[config.mk]
export PLATFORM = sky130hd
export DESIGN_NAME = pts_sched
export DESIGN_NICKNAME = d
export VERILOG_FILES = /design/src/design/pts_pkg.sv /design/src/design/pts_sched.sv
export VERILOG_INCLUDE_DIRS = /design/src /design/src/design
export SDC_FILE = /design/constraint.sdc
export NUM_CORES = 2
export LEC_CHECK = 0
export BUFFER_PORTS_ARGS = -buffer_cell sky130_fd_sc_hd__buf_4
export CORE_ASPECT_RATIO = 0.7
export CORE_MARGIN = 5
export CORE_UTILIZATION = 30
export CTS_BUF_LIST = sky130_fd_sc_hd__clkbuf_2
export DETAILED_ROUTE_END_ITERATION = 8
export GPL_TIMING_DRIVEN = 1
export PLACE_DENSITY = 0.57
export RECOVER_POWER = 50
export SYNTH_ARGS = -nofsm -noshare
export SYNTH_HDL_FRONTEND = slang
export SYNTH_SLANG_ARGS = --single-unit
[constraint.sdc]
create_clock -name aclk -period 2.9 [get_ports aclk]
set_clock_uncertainty 0.2 [all_clocks]
set_input_delay 0.435 -clock aclk [delete_from_list [all_inputs] [get_ports aclk]]
set_output_delay 0.435 -clock aclk [all_outputs]
set_load 0.02 [all_outputs]
[src/design/pts_consts.svh]
// Offsets, field positions, reset values and timing counts of the scheduler
`ifndef PTS_CONSTS_SVH
`define PTS_CONSTS_SVH

// ****************************************************************
// Register byte offsets
// ****************************************************************
`define PTS_A_TX_COBID 8'h00
`define PTS_A_TX_TYPE 8'h04
`define PTS_A_TX_INHIBIT 8'h08
`define PTS_A_TX_EVTIMER 8'h0c
`define PTS_A_TX_MAPCNT 8'h10
`define PTS_A_RX_COBID 8'h14
`define PTS_A_RX_TYPE 8'h18
`define PTS_A_RX_EVTIMER 8'h1c
`define PTS_A_RX_MAPCNT 8'h20
`define PTS_A_SYNC_PERIOD 8'h24
`define PTS_A_STATUS 8'h28
`define PTS_A_CTRL 8'h2c

// ****************************************************************
// Fields and values
// ****************************************************************
`define PTS_COBID_OFF 31
`define PTS_ID_MSB 10
`define PTS_SYNC_ID 11'h080
`define PTS_TYPE_ACYC 8'h00
`define PTS_TYPE_CYC_MAX 8'hf0
`define PTS_TYPE_RSV_LO 8'hf1
`define PTS_TYPE_RSV_HI 8'hfb
`define PTS_TYPE_RTR_SYNC 8'hfc
`define PTS_TYPE_RTR_ASYNC 8'hfd
`define PTS_TYPE_MFR 8'hfe
`define PTS_TYPE_PROF 8'hff
`define PTS_MAX_BYTES 4'h8
`define PTS_RST_TYPE 8'hff
`define PTS_RST_MAPCNT 4'h8
`define PTS_RST_TX_COBID 32'h0000_0181
`define PTS_RST_RX_COBID 32'h0000_0201
`define PTS_FAULT_VAL 64'h0000_0000_0000_0000
`define PTS_CTRL_CLR 0
`define PTS_RESP_OKAY 2'b00
`define PTS_RESP_SLVERR 2'b10

// ****************************************************************
// Timing: all timer registers count in microsecond ticks
// ****************************************************************
`define PTS_CLK_MHZ 50
`define PTS_TICK_US 1
`define PTS_TICK_CYC (`PTS_TICK_US * `PTS_CLK_MHZ)

`endif

[src/design/pts_pkg.sv]
// Types shared by the transmission scheduler
package pts_pkg;

   typedef enum logic [2:0] {
      PTS_IDLE = 3'b001,
      PTS_RTRW = 3'b010,
      PTS_SEND = 3'b100
   } pts_state_t;

endpackage

[src/design/pts_sched.sv]
// Process-data-object transmission scheduler with AXI4-Lite registers
//
// Decided for this implementation: the placing of the registers and register access over AXI4-Lite.
`timescale 1ns/10ps
`include "pts_consts.svh"

module pts_sched
   import pts_pkg::*;
(
   input wire logic aclk,
   input wire logic aresetn,
   input wire logic [7:0] s_axi_awaddr,
   input wire logic s_axi_awvalid,
   output logic s_axi_awready,
   input wire logic [31:0] s_axi_wdata,
   input wire logic [3:0] s_axi_wstrb,
   input wire logic s_axi_wvalid,
   output logic s_axi_wready,
   output logic [1:0] s_axi_bresp,
   output logic s_axi_bvalid,
   input wire logic s_axi_bready,
   input wire logic [7:0] s_axi_araddr,
   input wire logic s_axi_arvalid,
   output logic s_axi_arready,
   output logic [31:0] s_axi_rdata,
   output logic [1:0] s_axi_rresp,
   output logic s_axi_rvalid,
   input wire logic s_axi_rready,
   input wire logic can_rx_valid,
   input wire logic [10:0] can_rx_id,
   input wire logic can_rx_rtr,
   input wire logic [3:0] can_rx_dlc,
   input wire logic [63:0] can_rx_data,
   output logic can_tx_valid,
   input wire logic can_tx_ready,
   output logic [10:0] can_tx_id,
   output logic [3:0] can_tx_dlc,
   output logic [63:0] can_tx_data,
   input wire logic [63:0] app_in,
   input wire logic app_event,
   output logic app_rtr_req,
   input wire logic app_fresh,
   output logic [63:0] app_out,
   output logic app_rx_timeout,
   output logic rx_err,
   output logic sync_err
);

   // ****************************************************************
   // Helper functions
   // ****************************************************************
   function automatic logic type_rsvd(input logic [7:0] t);
      type_rsvd = (t >= `PTS_TYPE_RSV_LO) && (t <= `PTS_TYPE_RSV_HI);
   endfunction

   function automatic logic type_sync(input logic [7:0] t);
      type_sync = (t <= `PTS_TYPE_CYC_MAX);
   endfunction

   // Bytes beyond the mapping count are sent and applied as zero
   function automatic logic [63:0] map_mask(input logic [3:0] n);
      logic [63:0] m;
      m = 64'h0;
      for (int i = 0; i < 8; i++) begin
         if (4'(i) < n) begin
            m[i*8 +: 8] = 8'hff;
         end
      end
      map_mask = m;
   endfunction

   function automatic logic [31:0] merge(input logic [31:0] old,
         input logic [31:0] nw, input logic [3:0] strb);
      logic [31:0] r;
      r = old;
      for (int i = 0; i < 4; i++) begin
         if (strb[i]) begin
            r[i*8 +: 8] = nw[i*8 +: 8];
         end
      end
      merge = r;
   endfunction

   // ****************************************************************
   // Configuration registers
   // ****************************************************************
   logic [31:0] tx_cobid, rx_cobid, sync_period;
   logic [7:0] tx_type, rx_type;
   logic [15:0] tx_inhibit, tx_evtimer, rx_evtimer;
   logic [3:0] tx_mapcnt, rx_mapcnt;
   logic [7:0] aw_addr;
   logic [31:0] w_data;
   logic [3:0] w_strb;
   logic aw_got, w_got;
   pts_state_t state;
   logic tx_queued, evt_pend;
   logic [63:0] rx_buf;

   wire wr_go = aw_got && w_got && !s_axi_bvalid;
   wire [31:0] wval = merge(32'h0, w_data, w_strb);
   wire wr_type_bad = type_rsvd(wval[7:0]);
   wire wr_map_bad = wval[3:0] > `PTS_MAX_BYTES;
   wire wr_known = (aw_addr <= `PTS_A_CTRL) && (aw_addr[1:0] == 2'b00);
   wire wr_bad = !wr_known
      || (((aw_addr == `PTS_A_TX_TYPE) || (aw_addr == `PTS_A_RX_TYPE))
         && wr_type_bad)
      || (((aw_addr == `PTS_A_TX_MAPCNT) || (aw_addr == `PTS_A_RX_MAPCNT))
         && wr_map_bad);
   wire wr_ok = wr_go && !wr_bad;
   wire clr_err = wr_ok && (aw_addr == `PTS_A_CTRL) && wval[`PTS_CTRL_CLR];

   // ****************************************************************
   // AXI4-Lite write channel
   // ****************************************************************
   always_ff @(posedge aclk) begin
      if (!aresetn) begin
         s_axi_awready <= 1'b1;
         s_axi_wready <= 1'b1;
         s_axi_bvalid <= 1'b0;
         s_axi_bresp <= `PTS_RESP_OKAY;
         aw_got <= 1'b0;
         w_got <= 1'b0;
         aw_addr <= 8'h0;
         w_data <= 32'h0;
         w_strb <= 4'h0;
      end else begin
         if (s_axi_awvalid && s_axi_awready) begin
            aw_addr <= s_axi_awaddr;
            aw_got <= 1'b1;
            s_axi_awready <= 1'b0;
         end
         if (s_axi_wvalid && s_axi_wready) begin
            w_data <= s_axi_wdata;
            w_strb <= s_axi_wstrb;
            w_got <= 1'b1;
            s_axi_wready <= 1'b0;
         end
         if (wr_go) begin
            s_axi_bvalid <= 1'b1;
            s_axi_bresp <= wr_bad ? `PTS_RESP_SLVERR : `PTS_RESP_OKAY;
         end
         if (s_axi_bvalid && s_axi_bready) begin
            s_axi_bvalid <= 1'b0;
            aw_got <= 1'b0;
            w_got <= 1'b0;
            s_axi_awready <= 1'b1;
            s_axi_wready <= 1'b1;
         end
      end
   end

   // Whole-register writes; strobes merge into the old value only for the COB-IDs and SYNC period, others take unstrobed bytes as zero
   always_ff @(posedge aclk) begin
      if (!aresetn) begin
         tx_cobid <= `PTS_RST_TX_COBID;
         rx_cobid <= `PTS_RST_RX_COBID;
         tx_type <= `PTS_RST_TYPE;
         rx_type <= `PTS_RST_TYPE;
         tx_inhibit <= 16'h0;
         tx_evtimer <= 16'h0;
         rx_evtimer <= 16'h0;
         tx_mapcnt <= `PTS_RST_MAPCNT;
         rx_mapcnt <= `PTS_RST_MAPCNT;
         sync_period <= 32'h0;
      end else if (wr_ok) begin
         case (aw_addr)
            `PTS_A_TX_COBID: tx_cobid <= merge(tx_cobid, w_data, w_strb);
            `PTS_A_RX_COBID: rx_cobid <= merge(rx_cobid, w_data, w_strb);
            `PTS_A_TX_TYPE: tx_type <= wval[7:0];
            `PTS_A_RX_TYPE: rx_type <= wval[7:0];
            `PTS_A_TX_INHIBIT: tx_inhibit <= wval[15:0];
            `PTS_A_TX_EVTIMER: tx_evtimer <= wval[15:0];
            `PTS_A_RX_EVTIMER: rx_evtimer <= wval[15:0];
            `PTS_A_TX_MAPCNT: tx_mapcnt <= wval[3:0];
            `PTS_A_RX_MAPCNT: rx_mapcnt <= wval[3:0];
            `PTS_A_SYNC_PERIOD: sync_period <= merge(sync_period, w_data,
               w_strb);
            default: ;
         endcase
      end
   end

   // ****************************************************************
   // AXI4-Lite read channel
   // ****************************************************************
   wire [31:0] status = {26'h0, (state == PTS_RTRW), tx_queued, evt_pend,
      |rx_buf, sync_err, rx_err};
   logic [31:0] rd_mux;
   always_comb begin
      case (s_axi_araddr)
         `PTS_A_TX_COBID: rd_mux = tx_cobid;
         `PTS_A_RX_COBID: rd_mux = rx_cobid;
         `PTS_A_TX_TYPE: rd_mux = {24'h0, tx_type};
         `PTS_A_RX_TYPE: rd_mux = {24'h0, rx_type};
         `PTS_A_TX_INHIBIT: rd_mux = {16'h0, tx_inhibit};
         `PTS_A_TX_EVTIMER: rd_mux = {16'h0, tx_evtimer};
         `PTS_A_RX_EVTIMER: rd_mux = {16'h0, rx_evtimer};
         `PTS_A_TX_MAPCNT: rd_mux = {28'h0, tx_mapcnt};
         `PTS_A_RX_MAPCNT: rd_mux = {28'h0, rx_mapcnt};
         `PTS_A_SYNC_PERIOD: rd_mux = sync_period;
         `PTS_A_STATUS: rd_mux = status;
         default: rd_mux = 32'h0;
      endcase
   end
   wire rd_known = (s_axi_araddr <= `PTS_A_CTRL)
      && (s_axi_araddr[1:0] == 2'b00);

   always_ff @(posedge aclk) begin
      if (!aresetn) begin
         s_axi_arready <= 1'b1;
         s_axi_rvalid <= 1'b0;
         s_axi_rdata <= 32'h0;
         s_axi_rresp <= `PTS_RESP_OKAY;
      end else if (s_axi_arvalid && s_axi_arready) begin
         s_axi_arready <= 1'b0;
         s_axi_rvalid <= 1'b1;
         s_axi_rdata <= rd_mux;
         s_axi_rresp <= rd_known ? `PTS_RESP_OKAY : `PTS_RESP_SLVERR;
      end else if (s_axi_rvalid && s_axi_rready) begin
         s_axi_rvalid <= 1'b0;
         s_axi_arready <= 1'b1;
      end
   end

   // ****************************************************************
   // Microsecond tick and frame decode
   // ****************************************************************
   logic [5:0] tick_cnt;
   wire tick = (tick_cnt == 6'(`PTS_TICK_CYC - 1));
   always_ff @(posedge aclk) begin
      if (!aresetn || tick) begin
         tick_cnt <= 6'h0;
      end else begin
         tick_cnt <= tick_cnt + 6'h1;
      end
   end

   wire sync_hit = can_rx_valid && !can_rx_rtr
      && (can_rx_id == `PTS_SYNC_ID) && (can_rx_dlc == 4'h0);
   // Only the own receive identifier is taken; peers' transmit ids are not
   wire rx_hit = can_rx_valid && !can_rx_rtr
      && !rx_cobid[`PTS_COBID_OFF]
      && (can_rx_id == rx_cobid[`PTS_ID_MSB:0]);
   wire rtr_hit = can_rx_valid && can_rx_rtr
      && !tx_cobid[`PTS_COBID_OFF]
      && (can_rx_id == tx_cobid[`PTS_ID_MSB:0]);
   wire tx_off = tx_cobid[`PTS_COBID_OFF];

   // ****************************************************************
   // Transmit triggers
   // ****************************************************************
   logic [63:0] app_prev, tx_snap;
   logic [7:0] sync_n;
   logic [15:0] inh_cnt, tx_et;
   logic [5:0] inh_pre;
   wire inh_tick = (inh_pre == 6'(`PTS_TICK_CYC - 1));
   wire in_change = (app_in != app_prev);
   wire t_acyc = (tx_type == `PTS_TYPE_ACYC);
   wire t_cyc = !t_acyc && type_sync(tx_type);
   wire t_async = (tx_type == `PTS_TYPE_MFR) || (tx_type == `PTS_TYPE_PROF);
   wire app_evt = (tx_type == `PTS_TYPE_MFR) ? app_event
      : in_change;
   wire et_exp = t_async && (tx_evtimer != 16'h0)
      && (tx_et >= tx_evtimer);
   wire cyc_due = t_cyc && sync_hit
      && ((sync_n + 8'h1) >= tx_type);
   wire acyc_due = t_acyc && sync_hit && (evt_pend || in_change);
   wire rtr_sync = rtr_hit && (tx_type == `PTS_TYPE_RTR_SYNC);
   wire rtr_async = rtr_hit && (tx_type == `PTS_TYPE_RTR_ASYNC);
   wire fresh_ok = (state == PTS_RTRW) && app_fresh;
   wire trig = !tx_off && (cyc_due || acyc_due || rtr_sync || fresh_ok
      || (t_async && (app_evt || et_exp)));
   wire load = tx_queued && (state == PTS_IDLE) && (inh_cnt == 16'h0)
      && !tx_off;
   wire tx_fire = can_tx_valid && can_tx_ready;
   wire snap_on_sync = type_sync(tx_type)
      || (tx_type == `PTS_TYPE_RTR_SYNC);

   always_ff @(posedge aclk) begin
      if (!aresetn) begin
         app_prev <= 64'h0;
         tx_snap <= 64'h0;
         evt_pend <= 1'b0;
         tx_queued <= 1'b0;
         sync_n <= 8'h0;
      end else begin
         app_prev <= app_in;
         if (snap_on_sync ? sync_hit : 1'b1) begin
            tx_snap <= app_in;
         end
         if (t_acyc && in_change && !sync_hit) begin
            evt_pend <= 1'b1;
         end else if (sync_hit || !t_acyc) begin
            evt_pend <= 1'b0;
         end
         if (sync_hit && t_cyc) begin
            sync_n <= cyc_due ? 8'h0 : sync_n + 8'h1;
         end
         if (trig) begin
            tx_queued <= 1'b1;
         end else if (load || tx_off) begin
            tx_queued <= 1'b0;
         end
      end
   end

   // Inhibit and event timers, both in microsecond ticks; inhibit has
   // its own prescaler restarted at each send, so a partial first tick
   // can never shorten the gap between two frames
   always_ff @(posedge aclk) begin
      if (!aresetn) begin
         inh_cnt <= 16'h0;
         inh_pre <= 6'h0;
         tx_et <= 16'h0;
      end else begin
         if (tx_fire || inh_tick) begin
            inh_pre <= 6'h0;
         end else begin
            inh_pre <= inh_pre + 6'h1;
         end
         if (tx_fire) begin
            inh_cnt <= tx_inhibit;
         end else if (inh_tick && inh_cnt != 16'h0) begin
            inh_cnt <= inh_cnt - 16'h1;
         end
         if (load || (t_async && app_evt) || et_exp) begin
            tx_et <= 16'h0;
         end else if (tick) begin
            tx_et <= tx_et + 16'h1;
         end
      end
   end

   // ****************************************************************
   // Transmit sequencer
   // ****************************************************************
   always_ff @(posedge aclk) begin
      if (!aresetn) begin
         state <= PTS_IDLE;
         can_tx_valid <= 1'b0;
         can_tx_id <= 11'h0;
         can_tx_dlc <= 4'h0;
         can_tx_data <= 64'h0;
         app_rtr_req <= 1'b0;
      end else begin
         app_rtr_req <= 1'b0;
         case (state)
            PTS_IDLE: begin
               if (rtr_async && !tx_queued) begin
                  app_rtr_req <= 1'b1;
                  state <= PTS_RTRW;
               end else if (load) begin
                  // Bytes leave in physical input order, byte 0 first
                  can_tx_data <= (snap_on_sync ? tx_snap : app_in)
                     & map_mask(tx_mapcnt);
                  can_tx_dlc <= tx_mapcnt;
                  can_tx_id <= tx_cobid[`PTS_ID_MSB:0];
                  can_tx_valid <= 1'b1;
                  state <= PTS_SEND;
               end
            end
            PTS_RTRW: begin
               if (app_fresh || tx_off) begin
                  state <= PTS_IDLE;
               end
            end
            PTS_SEND: begin
               if (can_tx_ready) begin
                  can_tx_valid <= 1'b0;
                  state <= PTS_IDLE;
               end
            end
            default: state <= PTS_IDLE;
         endcase
      end
   end

   // ****************************************************************
   // Receive path and watchdogs
   // ****************************************************************
   logic rx_full;
   logic [15:0] rx_wd;
   logic [31:0] sync_cnt;
   wire r_sync = type_sync(rx_type);
   wire rx_exp = (rx_evtimer != 16'h0) && (rx_wd >= rx_evtimer);
   wire sync_lost = (sync_period != 32'h0) && (sync_cnt > sync_period);

   always_ff @(posedge aclk) begin
      if (!aresetn) begin
         rx_buf <= 64'h0;
         rx_full <= 1'b0;
         app_out <= `PTS_FAULT_VAL;
      end else begin
         if (rx_hit) begin
            rx_buf <= can_rx_data & map_mask(rx_mapcnt);
         end
         if (rx_hit && r_sync) begin
            rx_full <= 1'b1;
         end else if (sync_hit) begin
            rx_full <= 1'b0;
         end
         // Fault state wins while SYNC is missing
         if (sync_err) begin
            app_out <= `PTS_FAULT_VAL;
         end else if (sync_hit && rx_full) begin
            app_out <= rx_buf;
         end else if (rx_hit && !r_sync) begin
            app_out <= can_rx_data & map_mask(rx_mapcnt);
         end
      end
   end

   // Error flags: a new fault in the clearing cycle still sets the flag
   always_ff @(posedge aclk) begin
      if (!aresetn) begin
         rx_wd <= 16'h0;
         sync_cnt <= 32'h0;
         rx_err <= 1'b0;
         sync_err <= 1'b0;
         app_rx_timeout <= 1'b0;
      end else begin
         app_rx_timeout <= rx_exp;
         if (rx_hit || rx_exp) begin
            rx_wd <= 16'h0;
         end else if (tick) begin
            rx_wd <= rx_wd + 16'h1;
         end
         if (sync_hit) begin
            sync_cnt <= 32'h0;
         end else if (tick && !sync_lost) begin
            sync_cnt <= sync_cnt + 32'h1;
         end
         rx_err <= rx_exp || (rx_err && !clr_err);
         sync_err <= sync_lost || (sync_err && !clr_err);
      end
   end
endmodule

* Word-level counts from Yosys, hierarchy flattened
Cells that the tools add are included.
Operators by class: $lt $le $gt $ge 27, bitwise logic cells 5, add/subtract/negate cells 7, reduce and logical (&&, ||, !) cells 135, eq/ne operators 38, muxes and demuxes 129
Operator list (count):
- two-way mux 8 bit | 99
- one-hot mux 32 bit (11 select lines) | 1
- bitwise AND 64 bit | 3
- two-way mux 64 bit | 3
- == test 8 x 5 -> 1 bit (second input constant) | 8
- != test 64 bit | 1
- OR reduction 64 bit | 1
- logical AND 1 bit | 52
- == test 8 x 6 -> 1 bit (second input constant) | 6
- nonzero test 16 bit | 3
- AND reduction 3 bit | 14
- adder 16 x 1 -> 16 bit (second input constant) | 2
- adder 32 x 1 -> 32 bit (second input constant) | 1
- == test 8 x 4 -> 1 bit (second input constant) | 4
- == test 8 bit (second input constant) | 4
- greater-or-equal comparator 16 bit | 2
- > comparator 32 bit | 1
- < comparator 3 x 4 -> 1 bit (first input constant) | 8
- two-way mux 16 bit | 2
- nonzero test 32 bit | 1
- <= comparator 8 bit (second input constant) | 3
- zero test 8 bit | 3
- == test 11 bit | 2
- logical OR 1 bit | 22
- other kinds (32) | 95
Word-level totals: flip-flop bits (word level) 701, word-level logic and storage cells 396, output and inout port bits 189

* Logic depth before layout (Yosys ltp)
word-level depth 13, mapped depth 12, gate-level depth less buffers 10

* Least setup slack after synthesis
Ideal clock, no wire load.
kind reg2reg, start register sync_period[29], end register sync_cnt[24], cell stages (with the launch flop) 12, library setup time 70 ps, setup slack 165 ps, arrival time 2465 ps, cells stage by stage dfxtp_1 inv_1 ha_1 a21o_1 a21o_1 a22oi_1 o211ai_1 a22o_1 clkbuf_1 clkbuf_1 or4_1 a21oi_1
Between the ends: longest elaborated chain between the ends 4
RTL lines:
- start: declaration | line pts_sched.sv:87 | logic [31:0] tx_cobid, rx_cobid, sync_period;
- start signal: assignment | line pts_sched.sv:176 | `PTS_A_SYNC_PERIOD: sync_period <= merge(sync_period, w_data,
- > comparator 32 bit / nonzero test 32 bit (equally long branches) | line pts_sched.sv:386 | wire sync_lost = (sync_period != 32'h0) && (sync_cnt > sync_period);
- logical AND 1 bit * | line pts_sched.sv:386
- zero test 1 bit * | line pts_sched.sv:430 | end else if (tick && !sync_lost) begin
- logical AND 1 bit * | line pts_sched.sv:430
- end signal: assignment | line pts_sched.sv:431 | sync_cnt <= sync_cnt + 32'h1;
- end: declaration | line pts_sched.sv:383 | logic [31:0] sync_cnt;
Every way passes the cells marked *; elsewhere a longest branch is shown, timed or not. A chain may end at the register's enable or synchronous reset.

* Worst setup path after layout
start input can_rx_rtr, end register app_out[34]
Between the ends: longest elaborated chain between the ends 6
RTL lines:
- start: declaration | line pts_sched.sv:31 | input wire logic can_rx_rtr,
- zero test 1 bit * | line pts_sched.sv:238, pts_sched.sv:241
- logical AND 1 bit * | line pts_sched.sv:238, pts_sched.sv:241
- logical AND 1 bit, on equally long branches (2 in series) | line pts_sched.sv:238, pts_sched.sv:241
- logical AND 1 bit, on equally long branches | line pts_sched.sv:405, pts_sched.sv:407
- two-way mux 64 bit / nonzero test 2 bit (equally long branches)
- end signal: assignment | line pts_sched.sv:404 | app_out <= `PTS_FAULT_VAL;
- end signal: assignment | line pts_sched.sv:406 | app_out <= rx_buf;
- end signal: assignment | line pts_sched.sv:408 | app_out <= can_rx_data & map_mask(rx_mapcnt);
- end: declaration | line pts_sched.sv:43 | output logic [63:0] app_out,
Marks and branches as above.

==> key figures <==
Status
  – Status: finished, violations left
  – Failing checks: setup timing

Timing
  – Worst-Margin Slew: 1.48 ns
  – Setup WS post-layout: -0.111 ns
  – Crit path time final: 3.01 ns
  – Setup TNS: -0.987 ns
  – Hold Fails Final Rpt: 0
  – RSZ-0062 raised after global routing: yes
  – Worst slew margin: 1.14%
  – Setup violators final: 35
  – Final Slew Violations: 0
  – Tcrit/Tclk final: 104%
  – Fmax: 332 MHz

Worst setup path
  – Slowest CP cell: dlygate4sd3_1
  – Flop2flop setup slack: -0.07 ns
  – Most common cell on crit path: dlygate4sd3_1
  – Worst path max stage delay: 0.65 ns
  – Crit path cell chain: dlygate4sd3_1 -> buf_4 -> nand2b_1 -> dlygate4sd3_1 -> nor3_1 -> nand3_1 -> or3_2 -> o22ai_4 -> clkbuf_2 -> buf_6 -> nor2_1 -> a211oi_1
  – Critical path launch point type: input pin
  – WP data arrival: 4.13 ns
  – Setup CP Type: in -> reg
  – Crit Path Max Fanout: 19
  – Buf/Inv on CP: 5
  – Crit path from: can_rx_rtr
  – Family with the most delay on the worst path: buffers and inverters
  – WP data required: 4.02 ns
  – R2r startpoint: rx_cobid[8]
  – Critical path endpoint category: flip-flop

Global route
  – GR Layer Usage met1: 28.0%
  – First-pass GRT wire length: 185000 um
  – Initial antenna violation count: 13
  – GR Util met3: 4.98%
  – Grt ovf: 0
  – Vias in the first global route: 31871
  – Top Usage Layer GRT: met2
  – Total Routing Usage GR: 21.1%
  – Routing usage on met2: 32.8%
  – Largest net degree at the start of global routing: 146

Power and ir drop
  – Design Power: 21100 uW
  – Switching share of power: 31.8%
  – Internal power: 14400 uW
  – Sequential Power Share: 49.3%
  – Worst IR Drop VDD: 0.305 mV
  – Clock group share of total power: 32.5%
  – Leak Pwr: 0.0181 uW
  – Power density over cell area: 466 mW/mm2
  – Combinational power share: 18.3%
  – NetSw: 6700 uW

Yosys
  – Synth warnings: 0
  – Simple-Gate Fraction of Synth Area: 24.2%
  – Number of flops mapped to enable cells by yosys: 0
  – Syn avg cell area: 8.28 um2
  – Main synth FF type: dfxtp_1
  – Cells after Synth: 3790
  – Post-synthesis mux area share: 3.09%
  – Compound-gate portion of the synthesized area: 16.0%
  – Asr flop ratio synth: 0%
  – Largest family of logic cells by synthesized area: simple AND/OR/NAND/NOR gates
  – XOR/XNOR Fraction of Synth Area: 4.16%
  – Distinct cells, synth: 79
  – Adder-cell share of the synthesized area: 3.23%
  – Mapped cell area: 0.0314 mm2
  – Register area share after synthesis: 44.6%
  – #FFs+latches synth: 699

CTS
  – Root buffer cell: clkbuf_2
  – Clk pin slew, worst setup/hold paths: 0.11 ns
  – CTS tree: done
  – Max Root-Sink Buffers: 3
  – CTS Buf Count: 178
  – H-Tree Depth: 4
  – Worst skew pair latency: 1.47 ns
  – Clock sinks: 699

Flow run
  – Max-cap check violation count: 0

Placed design
  – Placed Cells: 5519
  – Dpl cell area: 0.0371 mm2
  – GP Congestion: 0.927
  – IO Port Bufs: 393
  – DP HPWL: 84400 um

Floorplan
  – Die X: 397 um
  – Initial cell density of the core: 30.2%
  – Top-Level Pins: 396
  – Total Die Area: 0.111 mm2
  – Site Rows: 99
  – Die H: 281 um
  – Core box area: 0.104 mm2

Route
  – Drt pass-1 iters: 6
  – Antenna Nets Post-Route: 0
  – Drt drc: 0
  – Drt via density: 5.13
  – Via count: 33052
  – 1st-iter DRT viols: 2796
  – Wirelength, routed: 126000 um
  – Drt wl/cell: 19.6 um

Finish
  – Non-Filler Instances: 6441
  – Area grow syn2layout: 44.2%
  – Layout cells sized above 1: 21.2%
  – Post-layout nets: 5246
  – Design Area, Final: 0.0453 mm2
  – Fillers: 10239
  – Final Util: 43.5%

Hold path
  – HP Class: in -> reg
  – Hold_sp: app_in[25]
-- worst paths after layout --
kind	end	cells past startpoint
setup / recovery	app_out[34]	12
hold / removal	app_prev[25]	4
setup reg to reg	app_out[34]	8
hold reg to reg	tx_snap[46]	2
-- cells by family (layout without fill, tap and decap cells) --
family                   after synthesis  in the layout
XOR/XNOR                             149            149
adder cells (fa/ha/maj)               81             81
other                                  1             17
AND/OR/NAND/NOR                     1579           1580
flip-flops                           699            699
AO/OA/AOI/OAI                        840            841
buffers and inverters                345           1615
multiplexers                          96             96
-- power groups by stage --
| stage | clock network (uW) | registers (uW) | logic (uW) |
|---|---|---|---|
| 3_3_place_gp | 0 | 10600 | 3080 |
| 5_1_grt | 7580 | 10400 | 4120 |
| 6_report | 6850 | 10400 | 3850 |
| 3_5_place_dp | 0 | 10600 | 3100 |
| 2_1_floorplan | 0 | 10800 | 1530 |
| 4_1_cts | 7050 | 10400 | 3680 |
-- sequential cells by signal, summed over array words and instances (netlist names), 11 cells and up --
name         cells
tx_inhibit      16
app_prev        64
s_axi_rdata     32
w_data          32
tx_cobid        32
rx_wd           16
can_tx_id       11
rx_buf          64
rx_cobid        32
tx_evtimer      16
can_tx_data     64
sync_period     32
tx_snap         64
inh_cnt         16
rx_evtimer      16
sync_cnt        32
app_out         64
tx_et           16
-- worst register-to-register path, stage by stage, from the launching register on --
cell and delay [ns]:
dfxtp_1 0.52, xnor2_1 0.17, nand4_1 0.17, or3_2 0.61, o22ai_4 0.12, clkbuf_2 0.43, buf_6 0.26, nor2_1 0.08
a211oi_1 0.27
-- cells in the mapped netlist (33+ instances only) --
master | count | area (um2)
ha_1 | 81 | 1010
a211oi_1 | 76 | 571
nor2_1 | 312 | 1170
nor3b_1 | 44 | 330
mux2i_1 | 88 | 881
a22oi_1 | 38 | 285
nor3_1 | 76 | 380
clkbuf_1 | 183 | 687
or4_1 | 33 | 248
xor2_1 | 104 | 911
nand2_1 | 582 | 2180
inv_1 | 88 | 330
nand3b_1 | 44 | 330
nor4_1 | 63 | 394
and2_1 | 80 | 500
xnor2_1 | 45 | 394
dfxtp_1 | 699 | 14000
buf_2 | 38 | 190
nand3_1 | 168 | 841
a21oi_1 | 529 | 2650
nand4_1 | 43 | 269
-- per-stage QoR --
stage	setup WS [ns]	hold slack [ns]
3_3_place_gp	-0.481	0.236
5_1_grt	-0.0985	0.130
2_1_floorplan	0.165	0.229
3_5_place_dp	-0.566	0.243
6_report	-0.111	0.219
4_1_cts	0.00217	0.000685
-- repair_timing --
action	4_1_cts	5_1_grt
hold buffers	598	0
gates resized for setup	8	143
pin swaps	3	72
cloned	0	13
setup endpoints to repair	43	186
hold endpoints to repair	699	0
buffers inserted	2	12
-- cells in the final DEF (no fill, tap or decap), drive strengths merged, types with 16 or more instances in the layout --
master and n:
or4 34, dlygate4sd3 593, dfxtp 699, o31ai 27, nor3b 45, and3 29
o21ai 31, inv 93, mux2i 88, nand2 604, and2 80, nor3 77
nor2b 16, a211oi 76, xor2 104, clkinv 29, nor4 65, clkbuf 310
ha 81, a222oi 18, o211ai 22, a22oi 38, buf 584, nand3b 44
nand3 168, xnor2 45, nor2 316, a21oi 549, nand4 43
-- cell type report --
cell class | instances | area [um2] | share of cell area, %
multi-input cells | 2749 | 16500 | 36.5
diodes | 15 | 37.5 | 0.0829
clock inverters | 39 | 268 | 0.592
repair buffers | 1242 | 11100 | 24.6
well taps | 1363 | 1710 | 3.77
clock buffers | 246 | 1230 | 2.72
inverters | 88 | 338 | 0.746
flip-flops and latches | 699 | 14000 | 31.0
-- layer usage --
metal  vias up  wire length (um)
li1      15662                 -
met1     15817             54300
met2      1270             55800
met3       297             10700
met4         6              5140
met5         -                34
(Power assumes the default switching activity.)
